==> config.mk <==
export PLATFORM = sky130hd
export DESIGN_NAME = uic_ctrl
export DESIGN_NICKNAME = d
export VERILOG_FILES = /design/src/uic_pkg.sv /design/src/uic_ctrl.sv /design/src/uic_timeout.sv
export SDC_FILE = /design/constraint.sdc
export NUM_CORES = 1
export LEC_CHECK = 0
export ABC_AREA = 1
export ABC_CLOCK_PERIOD_IN_PS = 4019
export BUFFER_PORTS_ARGS = -buffer_cell sky130_fd_sc_hd__buf_2
export CORE_MARGIN = 2
export CORE_UTILIZATION = 50
export CTS_BUF_LIST = sky130_fd_sc_hd__clkbuf_8
export CTS_CLUSTER_SIZE = 20
export DETAILED_ROUTE_END_ITERATION = 16
export GPL_TIMING_DRIVEN = 0
export PLACE_DENSITY = 0.83
export SLEW_MARGIN = 10
export SYNTH_ARGS = -nofsm -noshare
export SYNTH_HDL_FRONTEND = slang
export SYNTH_SLANG_ARGS = --single-unit
==> constraint.sdc <==
create_clock -name clk_sys -period 4.02 [get_ports clk_sys]
set_input_delay 0.603 -clock clk_sys [delete_from_list [all_inputs] [get_ports clk_sys]]
set_output_delay 0.603 -clock clk_sys [all_outputs]
set_load 0.02 [all_outputs]
==> src/uic_pkg.sv <==
// Behaviour
// - line-status irq from line status bits 1-4; modem irq from modem bits 0-3
// - receive time-out irq after four character times plus twelve bit times
// - transmit-ready irq raised when the transmit fifo becomes empty
// - transmit-ready irq cleared by an interrupt status read that reports it, or a transmit holding write
// - line-status irq cleared by a line status register read
// - receive data irq holds while fill count is at or above trigger level, or non-zero with fifos off
// - receive time-out irq cleared by a receive holding register read
// - modem-status irq cleared by a modem status register read
// - status bits 3:0 report only the highest priority pending source
// - status bit 0 is low while pending, high when idle and after reset
// - status bits 7:6 mirror fifo enable; bits 5:4 read zero
// - fifo control bit 0 enables fifos; other bits ignored unless it is set
// - fifo control bit 1 resets receive fifo pointers, self clearing
// - fifo control bit 2 resets transmit fifo pointers, self clearing
// - trigger level from fifo control bits 7:6 and the size-select field
// - line format bits 1:0 select 5 to 8 data bits
// - line format bit 2 selects one, one and a half, or two stop bits
// - line format bit 3 enables parity generation and checking
// - line format bit 4 selects odd (0) or even (1) parity
// - line format bit 5 forces parity high when bit 4 is 0, else low
// - line format bit 6 forces the serial output low until cleared
// - line format bit 7 maps writes at the two lowest offsets to the divisor bytes; reads there return zero
// - each irq source reaches the output only with its enable bit set
package uic_pkg;
   // ---------------------------------------------------------------
   // register offsets
   // ---------------------------------------------------------------
   localparam logic [2:0] UIC_OFS_DATA   = 3'h0;
   localparam logic [2:0] UIC_OFS_IEN    = 3'h1;
   localparam logic [2:0] UIC_OFS_ISTAT  = 3'h2;
   localparam logic [2:0] UIC_OFS_LFMT   = 3'h3;
   localparam logic [2:0] UIC_OFS_LSTAT  = 3'h5;
   localparam logic [2:0] UIC_OFS_MSTAT  = 3'h6;
   // ---------------------------------------------------------------
   // field positions
   // ---------------------------------------------------------------
   localparam int UIC_FC_EN      = 0;
   localparam int UIC_FC_RXRST   = 1;
   localparam int UIC_FC_TXRST   = 2;
   localparam int UIC_LF_STOP    = 2;
   localparam int UIC_LF_PEN     = 3;
   localparam int UIC_LF_EVEN    = 4;
   localparam int UIC_LF_FORCE   = 5;
   localparam int UIC_LF_BREAK   = 6;
   localparam int UIC_LF_DLAB    = 7;
   localparam int UIC_IE_RX      = 0;
   localparam int UIC_IE_TX      = 1;
   localparam int UIC_IE_LS      = 2;
   localparam int UIC_IE_MS      = 3;
   // ---------------------------------------------------------------
   // reset values
   // ---------------------------------------------------------------
   localparam logic [7:0] UIC_LFMT_RST  = 8'h00;
   localparam logic [7:0] UIC_IEN_RST   = 8'h00;
   localparam logic [1:0] UIC_TRIG_RST  = 2'h0;
   // ---------------------------------------------------------------
   // interrupt codes, highest priority first
   // ---------------------------------------------------------------
   localparam logic [3:0] UIC_ID_LS     = 4'h6;
   localparam logic [3:0] UIC_ID_TMO    = 4'hc;
   localparam logic [3:0] UIC_ID_RX     = 4'h4;
   localparam logic [3:0] UIC_ID_TX     = 4'h2;
   localparam logic [3:0] UIC_ID_MS     = 4'h0;
   localparam logic [3:0] UIC_ID_NONE   = 4'h1;
   // ---------------------------------------------------------------
   // timing: time-out is 4 characters plus 12 bit times
   // ---------------------------------------------------------------
   localparam int UIC_TMO_CHARS  = 4;
   localparam int UIC_TMO_BITS   = 12;
   localparam int UIC_LVL_W      = 8;
   localparam int UIC_TMO_W      = 16;
endpackage : uic_pkg

==> src/uic_ctrl.sv <==
module uic_ctrl
(
   // clock and reset
   input  wire logic                 clk_sys,
   input  wire logic                 rst,
   // register port
   input  wire logic [2:0]           reg_addr,
   input  wire logic                 reg_wr,
   input  wire logic                 reg_rd,
   input  wire logic [7:0]           reg_wdata,
   output logic      [7:0]           reg_rdata,
   // status from the datapath
   input  wire logic [7:0]           line_status_reg,
   input  wire logic [7:0]           modem_status_reg,
   input  wire logic [uic_pkg::UIC_LVL_W-1:0] rx_level,
   input  wire logic                 rx_push,
   input  wire logic                 tx_empty,
   input  wire logic                 bit_tick,
   input  wire logic [1:0]           size_sel,
   input  wire logic [7:0]           rx_data,
   input  wire logic                 tx_line_in,
   // controls to the datapath
   output logic                      fifo_en,
   output logic                      rx_fifo_rst,
   output logic                      tx_fifo_rst,
   output logic                      rx_pop,
   output logic                      thr_write,
   output logic      [7:0]           thr_data,
   output logic                      dl_low_wr,
   output logic                      dl_high_wr,
   output logic      [3:0]           data_bits,
   output logic                      stop_half,
   output logic                      stop_two,
   output logic                      parity_en,
   output logic                      parity_even,
   output logic                      parity_forced,
   output logic                      parity_force_val,
   output logic      [uic_pkg::UIC_LVL_W-1:0] trig_level,
   output logic                      tx_line_out,
   // interrupt
   output logic                      irq
);
   import uic_pkg::*;

   // ---------------------------------------------------------------
   // state
   // ---------------------------------------------------------------
   logic [7:0] line_format_reg,     line_format_next;
   logic [7:0] interrupt_enable_reg, interrupt_enable_next;
   logic       fifo_en_reg,         fifo_en_next;
   logic [1:0] trig_sel_reg,        trig_sel_next;
   logic       rxrst_reg,           rxrst_next;
   logic       txrst_reg,           txrst_next;
   logic       transmit_ready_irq_reg, transmit_ready_irq_next;
   logic       tx_empty_d_reg;
   logic [7:0] rdata_reg,           rdata_next;
   logic       receive_ready_irq;
   logic       ls_irq;
   logic       ms_irq;
   logic       tmo_irq;
   logic       tmo_seen_reg,        tmo_seen_next;
   logic       tmo_hit;
   logic [3:0] isr_id;
   logic [7:0] interrupt_status_reg;
   logic       dlab;
   logic       rd_data_sel;
   logic       rd_istat;
   logic [3:0] frame_bits;

   // ---------------------------------------------------------------
   // trigger level lookup
   // ---------------------------------------------------------------
   function automatic logic [UIC_LVL_W-1:0] trig_lookup(input logic [1:0] sz,
                                                       input logic [1:0] sel);
      logic [UIC_LVL_W-1:0] base;
      base = 8'h00;
      case (sel)
         2'h0: base = 8'h01;
         2'h1: base = 8'h04;
         2'h2: base = 8'h08;
         default: base = 8'h0e;
      endcase
      // size 00 is the base column, larger sizes double it; col 0 is 1,2,4,8
      if (sel == 2'h0)
         trig_lookup = UIC_LVL_W'(8'h01 << sz);
      else
         trig_lookup = UIC_LVL_W'(base << sz);
   endfunction : trig_lookup

   assign dlab        = line_format_reg[UIC_LF_DLAB];
   assign rd_data_sel = reg_rd && reg_addr == UIC_OFS_DATA && !dlab;
   assign rd_istat    = reg_rd && reg_addr == UIC_OFS_ISTAT;

   // ---------------------------------------------------------------
   // interrupt sources
   // ---------------------------------------------------------------
   // status flags are sticky in the datapath and clear on their own read
   assign ls_irq = |line_status_reg[4:1];
   assign ms_irq = |modem_status_reg[3:0];
   assign trig_level = trig_lookup(size_sel, trig_sel_reg);
   assign receive_ready_irq = fifo_en_reg ? (rx_level >= trig_level)
                                          : (rx_level != '0);
   assign frame_bits = 4'(data_bits + 4'h2 + {3'h0, parity_en}
                          + {3'h0, stop_two | stop_half});

   uic_timeout u_tmo
   (
      .clk_sys    (clk_sys),
      .rst        (rst),
      .bit_tick   (bit_tick),
      .frame_bits (frame_bits),
      .restart    (rx_push || rd_data_sel),
      .run        (rx_level != '0 && fifo_en_reg),
      .expired    (tmo_hit)
   );

   // timeout latched until the host reads the receive holding register or the receive fifo empties
   assign tmo_irq = tmo_seen_reg;

   // ---------------------------------------------------------------
   // priority encoder
   // ---------------------------------------------------------------
   always_comb
   begin
      isr_id = UIC_ID_NONE;
      if (ls_irq && interrupt_enable_reg[UIC_IE_LS])
         isr_id = UIC_ID_LS;
      else if (tmo_irq && interrupt_enable_reg[UIC_IE_RX])
         isr_id = UIC_ID_TMO;
      else if (receive_ready_irq && interrupt_enable_reg[UIC_IE_RX])
         isr_id = UIC_ID_RX;
      else if (transmit_ready_irq_reg && interrupt_enable_reg[UIC_IE_TX])
         isr_id = UIC_ID_TX;
      else if (ms_irq && interrupt_enable_reg[UIC_IE_MS])
         isr_id = UIC_ID_MS;
   end

   assign interrupt_status_reg = {fifo_en_reg, fifo_en_reg, 2'h0, isr_id};
   assign irq = (isr_id != UIC_ID_NONE);

   // ---------------------------------------------------------------
   // register next-state
   // ---------------------------------------------------------------
   always_comb
   begin
      line_format_next        = line_format_reg;
      interrupt_enable_next   = interrupt_enable_reg;
      fifo_en_next            = fifo_en_reg;
      trig_sel_next           = trig_sel_reg;
      rxrst_next              = 1'b0;      // self clearing pulses
      txrst_next              = 1'b0;
      transmit_ready_irq_next = transmit_ready_irq_reg;
      tmo_seen_next           = tmo_seen_reg;
      rdata_next              = rdata_reg;
      // clears first, so a same-cycle set below wins; the empty-fifo time-out clear comes last and wins
      if (rd_istat && isr_id == UIC_ID_TX)
         transmit_ready_irq_next = 1'b0;
      if (reg_wr && reg_addr == UIC_OFS_DATA && !dlab)
         transmit_ready_irq_next = 1'b0;
      if (tx_empty && !tx_empty_d_reg)
         transmit_ready_irq_next = 1'b1;
      if (rd_data_sel)
         tmo_seen_next = 1'b0;
      if (tmo_hit)
         tmo_seen_next = 1'b1;
      if (rx_level == '0)
         tmo_seen_next = 1'b0;
      if (reg_wr)
      begin
         if (reg_addr == UIC_OFS_LFMT)
            line_format_next = reg_wdata;
         else if (reg_addr == UIC_OFS_IEN && !dlab)
            interrupt_enable_next = {4'h0, reg_wdata[3:0]};
         else if (reg_addr == UIC_OFS_ISTAT)
         begin
            fifo_en_next = reg_wdata[UIC_FC_EN];
            if (reg_wdata[UIC_FC_EN])
            begin
               trig_sel_next = reg_wdata[7:6];
               rxrst_next    = reg_wdata[UIC_FC_RXRST];
               txrst_next    = reg_wdata[UIC_FC_TXRST];
            end
         end
      end
      // read mux, registered data output
      if (reg_rd)
      begin
         if (reg_addr == UIC_OFS_ISTAT)
            rdata_next = interrupt_status_reg;
         else if (reg_addr == UIC_OFS_LFMT)
            rdata_next = line_format_reg;
         else if (reg_addr == UIC_OFS_IEN && !dlab)
            rdata_next = interrupt_enable_reg;
         else if (reg_addr == UIC_OFS_DATA && !dlab)
            rdata_next = rx_data;
         else if (reg_addr == UIC_OFS_LSTAT)
            rdata_next = line_status_reg;
         else if (reg_addr == UIC_OFS_MSTAT)
            rdata_next = modem_status_reg;
         else
            rdata_next = 8'h00;
      end
   end

   // ---------------------------------------------------------------
   // register update
   // ---------------------------------------------------------------
   always_ff @(posedge clk_sys)
   begin
      if (rst)
      begin
         line_format_reg        <= UIC_LFMT_RST;
         interrupt_enable_reg   <= UIC_IEN_RST;
         fifo_en_reg            <= 1'b0;
         trig_sel_reg           <= UIC_TRIG_RST;
         rxrst_reg              <= 1'b0;
         txrst_reg              <= 1'b0;
         transmit_ready_irq_reg <= 1'b0;
         tx_empty_d_reg         <= 1'b1;
         tmo_seen_reg           <= 1'b0;
         rdata_reg              <= 8'h00;
      end
      else
      begin
         line_format_reg        <= line_format_next;
         interrupt_enable_reg   <= interrupt_enable_next;
         fifo_en_reg            <= fifo_en_next;
         trig_sel_reg           <= trig_sel_next;
         rxrst_reg              <= rxrst_next;
         txrst_reg              <= txrst_next;
         transmit_ready_irq_reg <= transmit_ready_irq_next;
         tx_empty_d_reg         <= tx_empty;
         tmo_seen_reg           <= tmo_seen_next;
         rdata_reg              <= rdata_next;
      end
   end

   // ---------------------------------------------------------------
   // outputs to the datapath
   // ---------------------------------------------------------------
   assign reg_rdata        = rdata_reg;
   assign fifo_en          = fifo_en_reg;
   assign rx_fifo_rst      = rxrst_reg;
   assign tx_fifo_rst      = txrst_reg;
   assign rx_pop           = rd_data_sel;
   assign thr_write        = reg_wr && reg_addr == UIC_OFS_DATA && !dlab;
   assign thr_data         = reg_wdata;
   assign dl_low_wr        = reg_wr && reg_addr == UIC_OFS_DATA && dlab;
   assign dl_high_wr       = reg_wr && reg_addr == UIC_OFS_IEN && dlab;
   assign data_bits        = 4'h5 + {2'h0, line_format_reg[1:0]};
   assign stop_half        = line_format_reg[UIC_LF_STOP] && line_format_reg[1:0] == 2'h0;
   assign stop_two         = line_format_reg[UIC_LF_STOP] && line_format_reg[1:0] != 2'h0;
   assign parity_en        = line_format_reg[UIC_LF_PEN];
   assign parity_even      = line_format_reg[UIC_LF_EVEN];
   assign parity_forced    = parity_en && line_format_reg[UIC_LF_FORCE];
   assign parity_force_val = !line_format_reg[UIC_LF_EVEN];
   assign tx_line_out      = tx_line_in && !line_format_reg[UIC_LF_BREAK];
endmodule : uic_ctrl

==> src/uic_timeout.sv <==
module uic_timeout
(
   // clock and reset
   input  wire logic                 clk_sys,
   input  wire logic                 rst,
   // control
   input  wire logic                 bit_tick,
   input  wire logic [3:0]           frame_bits,
   input  wire logic                 restart,
   input  wire logic                 run,
   // result
   output logic                      expired
);
   import uic_pkg::*;
   logic [UIC_TMO_W-1:0] cnt_reg;
   logic [UIC_TMO_W-1:0] cnt_next;
   logic                 exp_reg;
   logic                 exp_next;
   logic [UIC_TMO_W-1:0] limit;

   // limit in bit times; frame length varies with the line format
   assign limit = UIC_TMO_W'(UIC_TMO_CHARS) * UIC_TMO_W'(frame_bits)
                  + UIC_TMO_W'(UIC_TMO_BITS);

   // -------------------------------------------------------------
   // bit-time counter
   // -------------------------------------------------------------
   always_comb
   begin
      cnt_next = cnt_reg;
      exp_next = 1'b0;
      if (restart || !run)
      begin
         cnt_next = '0;
      end
      else if (bit_tick && cnt_reg < limit)
      begin
         cnt_next = cnt_reg + 1'b1;
      end
      // pulse once at the limit, so a receive read can clear the latched flag
      exp_next = run && !restart && bit_tick && (cnt_reg + 1'b1 == limit);
   end

   always_ff @(posedge clk_sys)
   begin
      if (rst)
      begin
         cnt_reg <= '0;
         exp_reg <= 1'b0;
      end
      else
      begin
         cnt_reg <= cnt_next;
         exp_reg <= exp_next;
      end
   end

   assign expired = exp_reg;
endmodule : uic_timeout

After elaboration in Yosys (flattened, before gate mapping)
Index checks and enable logic that the tools add are counted.
{"block": "classes", "addsub": 6, "magnitude_cmp": 2, "n_eq_ne": 10, "shifts": 2, "muxes": 19, "n_bitwise": 6, "n_reduce_logical": 51}
{"cell": "$mux W8", "n": 7}
{"cell": "$logic_and A1 B1 Y1", "n": 26}
{"cell": "$add A16 B1 Y16 const B", "n": 1}
{"cell": "$eq A16 B16 Y1", "n": 1}
{"cell": "$lt A16 B16 Y1", "n": 1}
{"cell": "$pmux W4 S3", "n": 1}
{"cell": "$add A4 B1 Y4", "n": 2}
{"cell": "$ge A8 B8 Y1", "n": 1}
{"cell": "$logic_not A8 Y1", "n": 1}
{"cell": "$mux W4", "n": 2}
{"cell": "$reduce_bool A8 Y1", "n": 1}
{"cell": "$reduce_or A4 Y1", "n": 2}
{"cell": "$shl A1 B2 Y8 const A", "n": 1}
{"cell": "$shl A8 B2 Y8", "n": 1}
{"cell": "$add A6 B4 Y7 const B", "n": 1}
{"cell": "$mux W1", "n": 7}
{"cell": "$eq A3 B2 Y1 const B", "n": 2}
{"cell": "$eq A3 B3 Y1 const B", "n": 2}
{"cell": "$logic_not A1 Y1", "n": 6}
{"cell": "$reduce_or A6 Y1", "n": 1}
{"cell": "$not A1 Y1", "n": 5}
{"cell": "$reduce_and A5 Y1", "n": 1}
{"cell": "$add A3 B2 Y4 const A", "n": 1}
{"cell": "$add A4 B2 Y4 const B", "n": 1}
{"cell": "17 further kinds", "n": 21}
{"block": "word_totals", "regBits": 45, "inputBits": 53, "output_inout_bits": 43, "elab_cells": 108}

Logic depth before layout (Yosys ltp)
{"block": "depth", "depth_word": 15, "mapped_depth": 19}

Cells and area by module
Synthesis repeated with hierarchy kept, for this count alone.
{"block": "hier_totals", "hier_cells": 548, "area_unflattened_um2": 3344.5}
{"module": "uic_ctrl", "instances": 1, "cells_each": 311, "area_each_um2": 1989.4, "seq_area_each_um2": 560.5}
{"module": "uic_timeout", "instances": 1, "cells_each": 237, "area_each_um2": 1355.0, "seq_area_each_um2": 340.3}

Worst setup path after synthesis
Ideal clock, no wire load.
{"block": "synth_timing", "kind": "input to output", "start": "input port size_sel[0]", "end": "output port irq", "arrival_ns": 2.138, "path_slack_ns": 1.279, "cell_stages": 12, "path_buffers": 0, "cell_sequence": "o21ai_0 > inv_1 > nor2_1 > inv_1 > ha_1 > a21oi_1 > o21a_1 > nand2_1 > nand2_1 > nand2_1 > nor2_1 > nand2_1"}
{"block": "synth_between", "elab_chain_len": 9, "elab_cells_between_ends": 10, "cone_classes": "order compare: 1; eq/ne: 1; shift: 2; mux: 5; reduce/logical: 1"}
{"item": "from (decl)", "line": "uic_ctrl.sv:19", "rtl": "input wire logic [1:0] size_sel,"}
{"item": "$shl A8 B2 Y8 / $shl A1 B2 Y8 (equally long branches)", "line": "uic_ctrl.sv:87, uic_ctrl.sv:85"}
{"item": "$mux W8 (*)", "line": "uic_ctrl.sv:84", "rtl": "if (sel == 2'h0)"}
{"item": "via trig_level (one bit)", "line": "uic_ctrl.sv:38", "rtl": "output logic [uic_pkg::UIC_LVL_W-1:0] trig_level,"}
{"item": "$ge A8 B8 Y1 (*)", "line": "uic_ctrl.sv:101", "rtl": "assign receive_ready_irq = fifo_en_reg ? (rx_level >= trig_level)"}
{"item": "$mux W1 (*)", "line": "uic_ctrl.sv:101"}
{"item": "$logic_and A1 B1 Y1 (*)", "line": "uic_ctrl.sv:130", "rtl": "else if (receive_ready_irq && interrupt_enable_reg[UIC_IE_RX])"}
{"item": "$mux W3 (*)", "line": "uic_ctrl.sv:130"}
{"item": "$mux W4 (*)", "line": "uic_ctrl.sv:128", "rtl": "else if (tmo_irq && interrupt_enable_reg[UIC_IE_RX])"}
{"item": "$mux W4 (*)", "line": "uic_ctrl.sv:126", "rtl": "if (ls_irq && interrupt_enable_reg[UIC_IE_LS])"}
{"item": "$ne A4 B1 Y1 (*)", "line": "uic_ctrl.sv:139", "rtl": "assign irq = (isr_id != UIC_ID_NONE);"}
{"item": "to (decl)", "line": "uic_ctrl.sv:41", "rtl": "output logic irq"}
The timed path passes the listed nets; every way through them passes the cells marked *.

Worst setup path after layout
{"block": "layout_timing", "start": "register line_format_reg[3]", "end": "register u_tmo.cnt_reg[0]"}
{"block": "layout_between", "elab_chain_len": 5}
{"item": "from (decl)", "line": "uic_ctrl.sv:48", "rtl": "logic [7:0] line_format_reg, line_format_next;"}
{"item": "from (signal assigned)", "line": "uic_ctrl.sv:225", "rtl": "line_format_reg <= line_format_next;"}
{"item": "$add A4 B1 Y4", "line": "uic_ctrl.sv:103", "rtl": "assign frame_bits = 4'(data_bits + 4'h2 + {3'h0, parity_en}"}
{"item": "$add A4 B1 Y4", "line": "uic_ctrl.sv:104", "rtl": "+ {3'h0, stop_two | stop_half});"}
{"item": "$add A6 B4 Y7", "line": "uic_timeout.sv:23", "rtl": "+ UIC_TMO_W'(UIC_TMO_BITS);"}
{"item": "$lt A16 B16 Y1", "line": "uic_timeout.sv:36", "rtl": "else if (bit_tick && cnt_reg < limit)"}
{"item": "$logic_and A1 B1 Y1", "line": "uic_timeout.sv:36"}
{"item": "to (signal assigned)", "line": "uic_timeout.sv:53", "rtl": "cnt_reg <= cnt_next;"}
{"item": "to (decl)", "line": "uic_timeout.sv:15", "rtl": "logic [UIC_TMO_W-1:0] cnt_reg;"}
Every way passes these cells.
A chain may end at the register's enable or synchronous reset.

==> results.toml <==
[synthesis]
synth_area_leader_cell = "dfxtp_1"
syn-cell-area_sq_um = 3150
synth-edff-count = 0
ys_seq_area_share_pct = 28.6
synth-seq-cells = 45
synth.avg_cell_area_sq_um = 6.36
synth_fp_nets = 567
ys_types = 37
synthArstFlopShare_pct = 0
synthTopCellsByArea = "dfxtp_1 29%, nand2_1 12%, inv_1 11%"
yosysTopAreaCellShare_pct = 28.6
ys.flop_type = "dfxtp_1"
ys_warn_count = 0
syn_inst = 495

[clock_network]
path_clk_slew_ns = 0.09
cts_buffer_depth = 2
postCtsSetupBuffers = 0
cts_buffers = 5
cts_resized = 0
cts_sinks = 45
cts_tree = "done"
htreeDepth = 2
root_buffer = "clkbuf_8"
insertion_delay_ns = 0.30
cts_hold_buf = 0

[timing]
setup_viol = 0
setup_tns_ns = 0
fin_hold_ws_ns = 0.479
hold_viol_final = 0
fin_skew_ns = 0.00914
fin_ws_ns = 0.935
post-route-period-util_pct = 76.7
slew_violations = 0
max_freq_mhz = 324
fin_crit_ns = 3.09
rsz0062_at_grt = "no"

[floorplanning]
die_y_microns = 83.4
dieWidth_microns = 83.4
initial_core_util_pct = 52.6
core_sq_um = 5990
pin_count = 96
num_rows = 28
dieArea_sq_um = 6950

[finish]
instances_no_fill = 672
num-nets-final = 668
postLayoutCellArea_sq_um = 3800
drive_gt1_share_pct = 22.4
synthToLayoutAreaGrowth_pct = 20.5
diodes = 0
seqCellArea_sq_um = 901
largest_reg_flops = 16
multi_input_comb_area_sq_um = 1770
nFillCells = 549
fin_util_pct = 63.4

[critical_path]
end_kind = "register"
worstPathRequired_ns = 4.25
critPathKind = "reg -> reg"
crit_arrival_ns = 3.32
crit_fanout = 9
start_kind = "register"

[placed_design]
dpl.hpwl_mm = 6.89
place_congestion = 0.983
placement.cell_area_sq_um = 3710
dp.cells = 664
pre_cts_ws_ns = 0.972
port_buffers = 94

[route]
vias_per_cell = 5.22
drt_iter0_drc = 242
routed_wl_mm = 8.38
drt_pass1_iterations = 5
routedWlPerCell_microns = 12.5
drc = 0
antenna_left = 0
via_count = 3508

[global_route]
grt_start_max_net_pins = 14
grt_antenna_before_repair = 0
globalRouteTotalUtil_pct = 24.3
grt_pass1_vias = 3378
overflow = 0
grt_pass1_wl_mm = 14.2

[pwr]
power_uw = 957
p_leak_nw = 1.98
p_per_area_nw_per_um2 = 252
vdd_ir_drop_max_uv = 175

[min_path]
min_path_type = "in -> reg"

[run]
maxCapViolations = 0

[status]
status = "complete, no violations"
==> critical path: stages (launching register included) <==
cell and delay, ns:
dfxtp_1 0.40, inv_1 0.10, fa_1 0.45, ha_1 0.32, ha_1 0.20, inv_1 0.07
nand3_1 0.13, ha_1 0.21, nor2_1 0.17, nand2_1 0.08, nor4_1 0.34, nand2_1 0.18
inv_2 0.15, o21ai_0 0.09, a21oi_1 0.12
==> synth_stat cells (2+ instances only) <==
master / count
a21oi_1: 42
a31oi_1: 5
buf_4: 9
dfxtp_1: 45
ha_1: 18
inv_1: 96
inv_2: 6
nand2_1: 100
nand2_2: 4
nand3_1: 30
nand4_1: 10
nor2_1: 45
nor3_1: 8
nor3_2: 6
o21ai_0: 34
o21ai_1: 2
o22ai_1: 7
xor2_1: 9
==> cells in the final DEF, fill, tap and decap left out, types with 2 or more instances in the layout <==
cell,Yosys,layout
buf_2,1,95
buf_4,9,9
nand2_2,4,4
nand3_1,30,30
nor2_1,45,45
ha_1,18,18
a31oi_1,5,5
inv_2,6,6
o21ai_1,2,2
dfxtp_1,45,45
clkinv_2,0,2
inv_1,96,97
nand4_1,10,10
xor2_1,9,9
nand2_1,100,100
a21oi_1,42,42
clkbuf_8,0,5
nor3_1,8,8
o22ai_1,7,7
o21ai_0,34,34
nor3_2,6,6
==> logic make-up (layout without fill, tap and decap cells) <==
logic type / Yosys count / after routing / synth area share, %
AOI/OAI and AO/OA: 95 / 95 / 16.0
adders and majority gates: 19 / 19 / 7.78
and+or+nand+nor: 209 / 209 / 29.5
DFF: 45 / 45 / 28.6
xor gates and xnor gates: 10 / 10 / 2.78
buffers and inverters: 116 / 218 / 15.2
other: 1 / 1 / 0.119
==> routing by layer <==
metal	GRT usage, %	vias up	share of wire [%]
met2	44.5	149	49
met5	0	-	0
met1	27.4	1556	40
li1	-	1778	-
met3	4.67	25	8.0
met4	9.69	0	2.7
==> path summary, 6_finish.rpt <==
path,to,slack (ns),from,depth (start not counted)
worst max register to register,u_tmo.cnt_reg[0],0.93,line_format_reg[3],14
worst min-delay path,tx_empty_d_reg,0.48,tx_empty,3
worst min register to register,reg_rdata[4],0.49,reg_rdata[4],2
worst max-delay path,u_tmo.cnt_reg[0],0.93,line_format_reg[3],14
==> final cells by class <==
class / count / share of cell area (%)
Clock buffer: 5 / 1.81
Timing Repair Buffer: 94 / 12.4
Inverter: 103 / 10.2
Buffer: 13 / 2.41
Multi-Input combinational cell: 334 / 46.7
Tap cell: 75 / 2.47
Sequential cell: 45 / 23.7
Clock inverter: 3 / 0.362
==> report_power, final <==
part / internal, mW / switching [mW] / leakage [nW]
Clock: 0.118 / 0.156 / 0.0491
Combinational: 0.0845 / 0.136 / 1.56
Sequential: 0.455 / 0.00687 / 0.365
Total: 0.658 / 0.299 / 1.98
No activity file was read; power rests on OpenSTA's default activity.
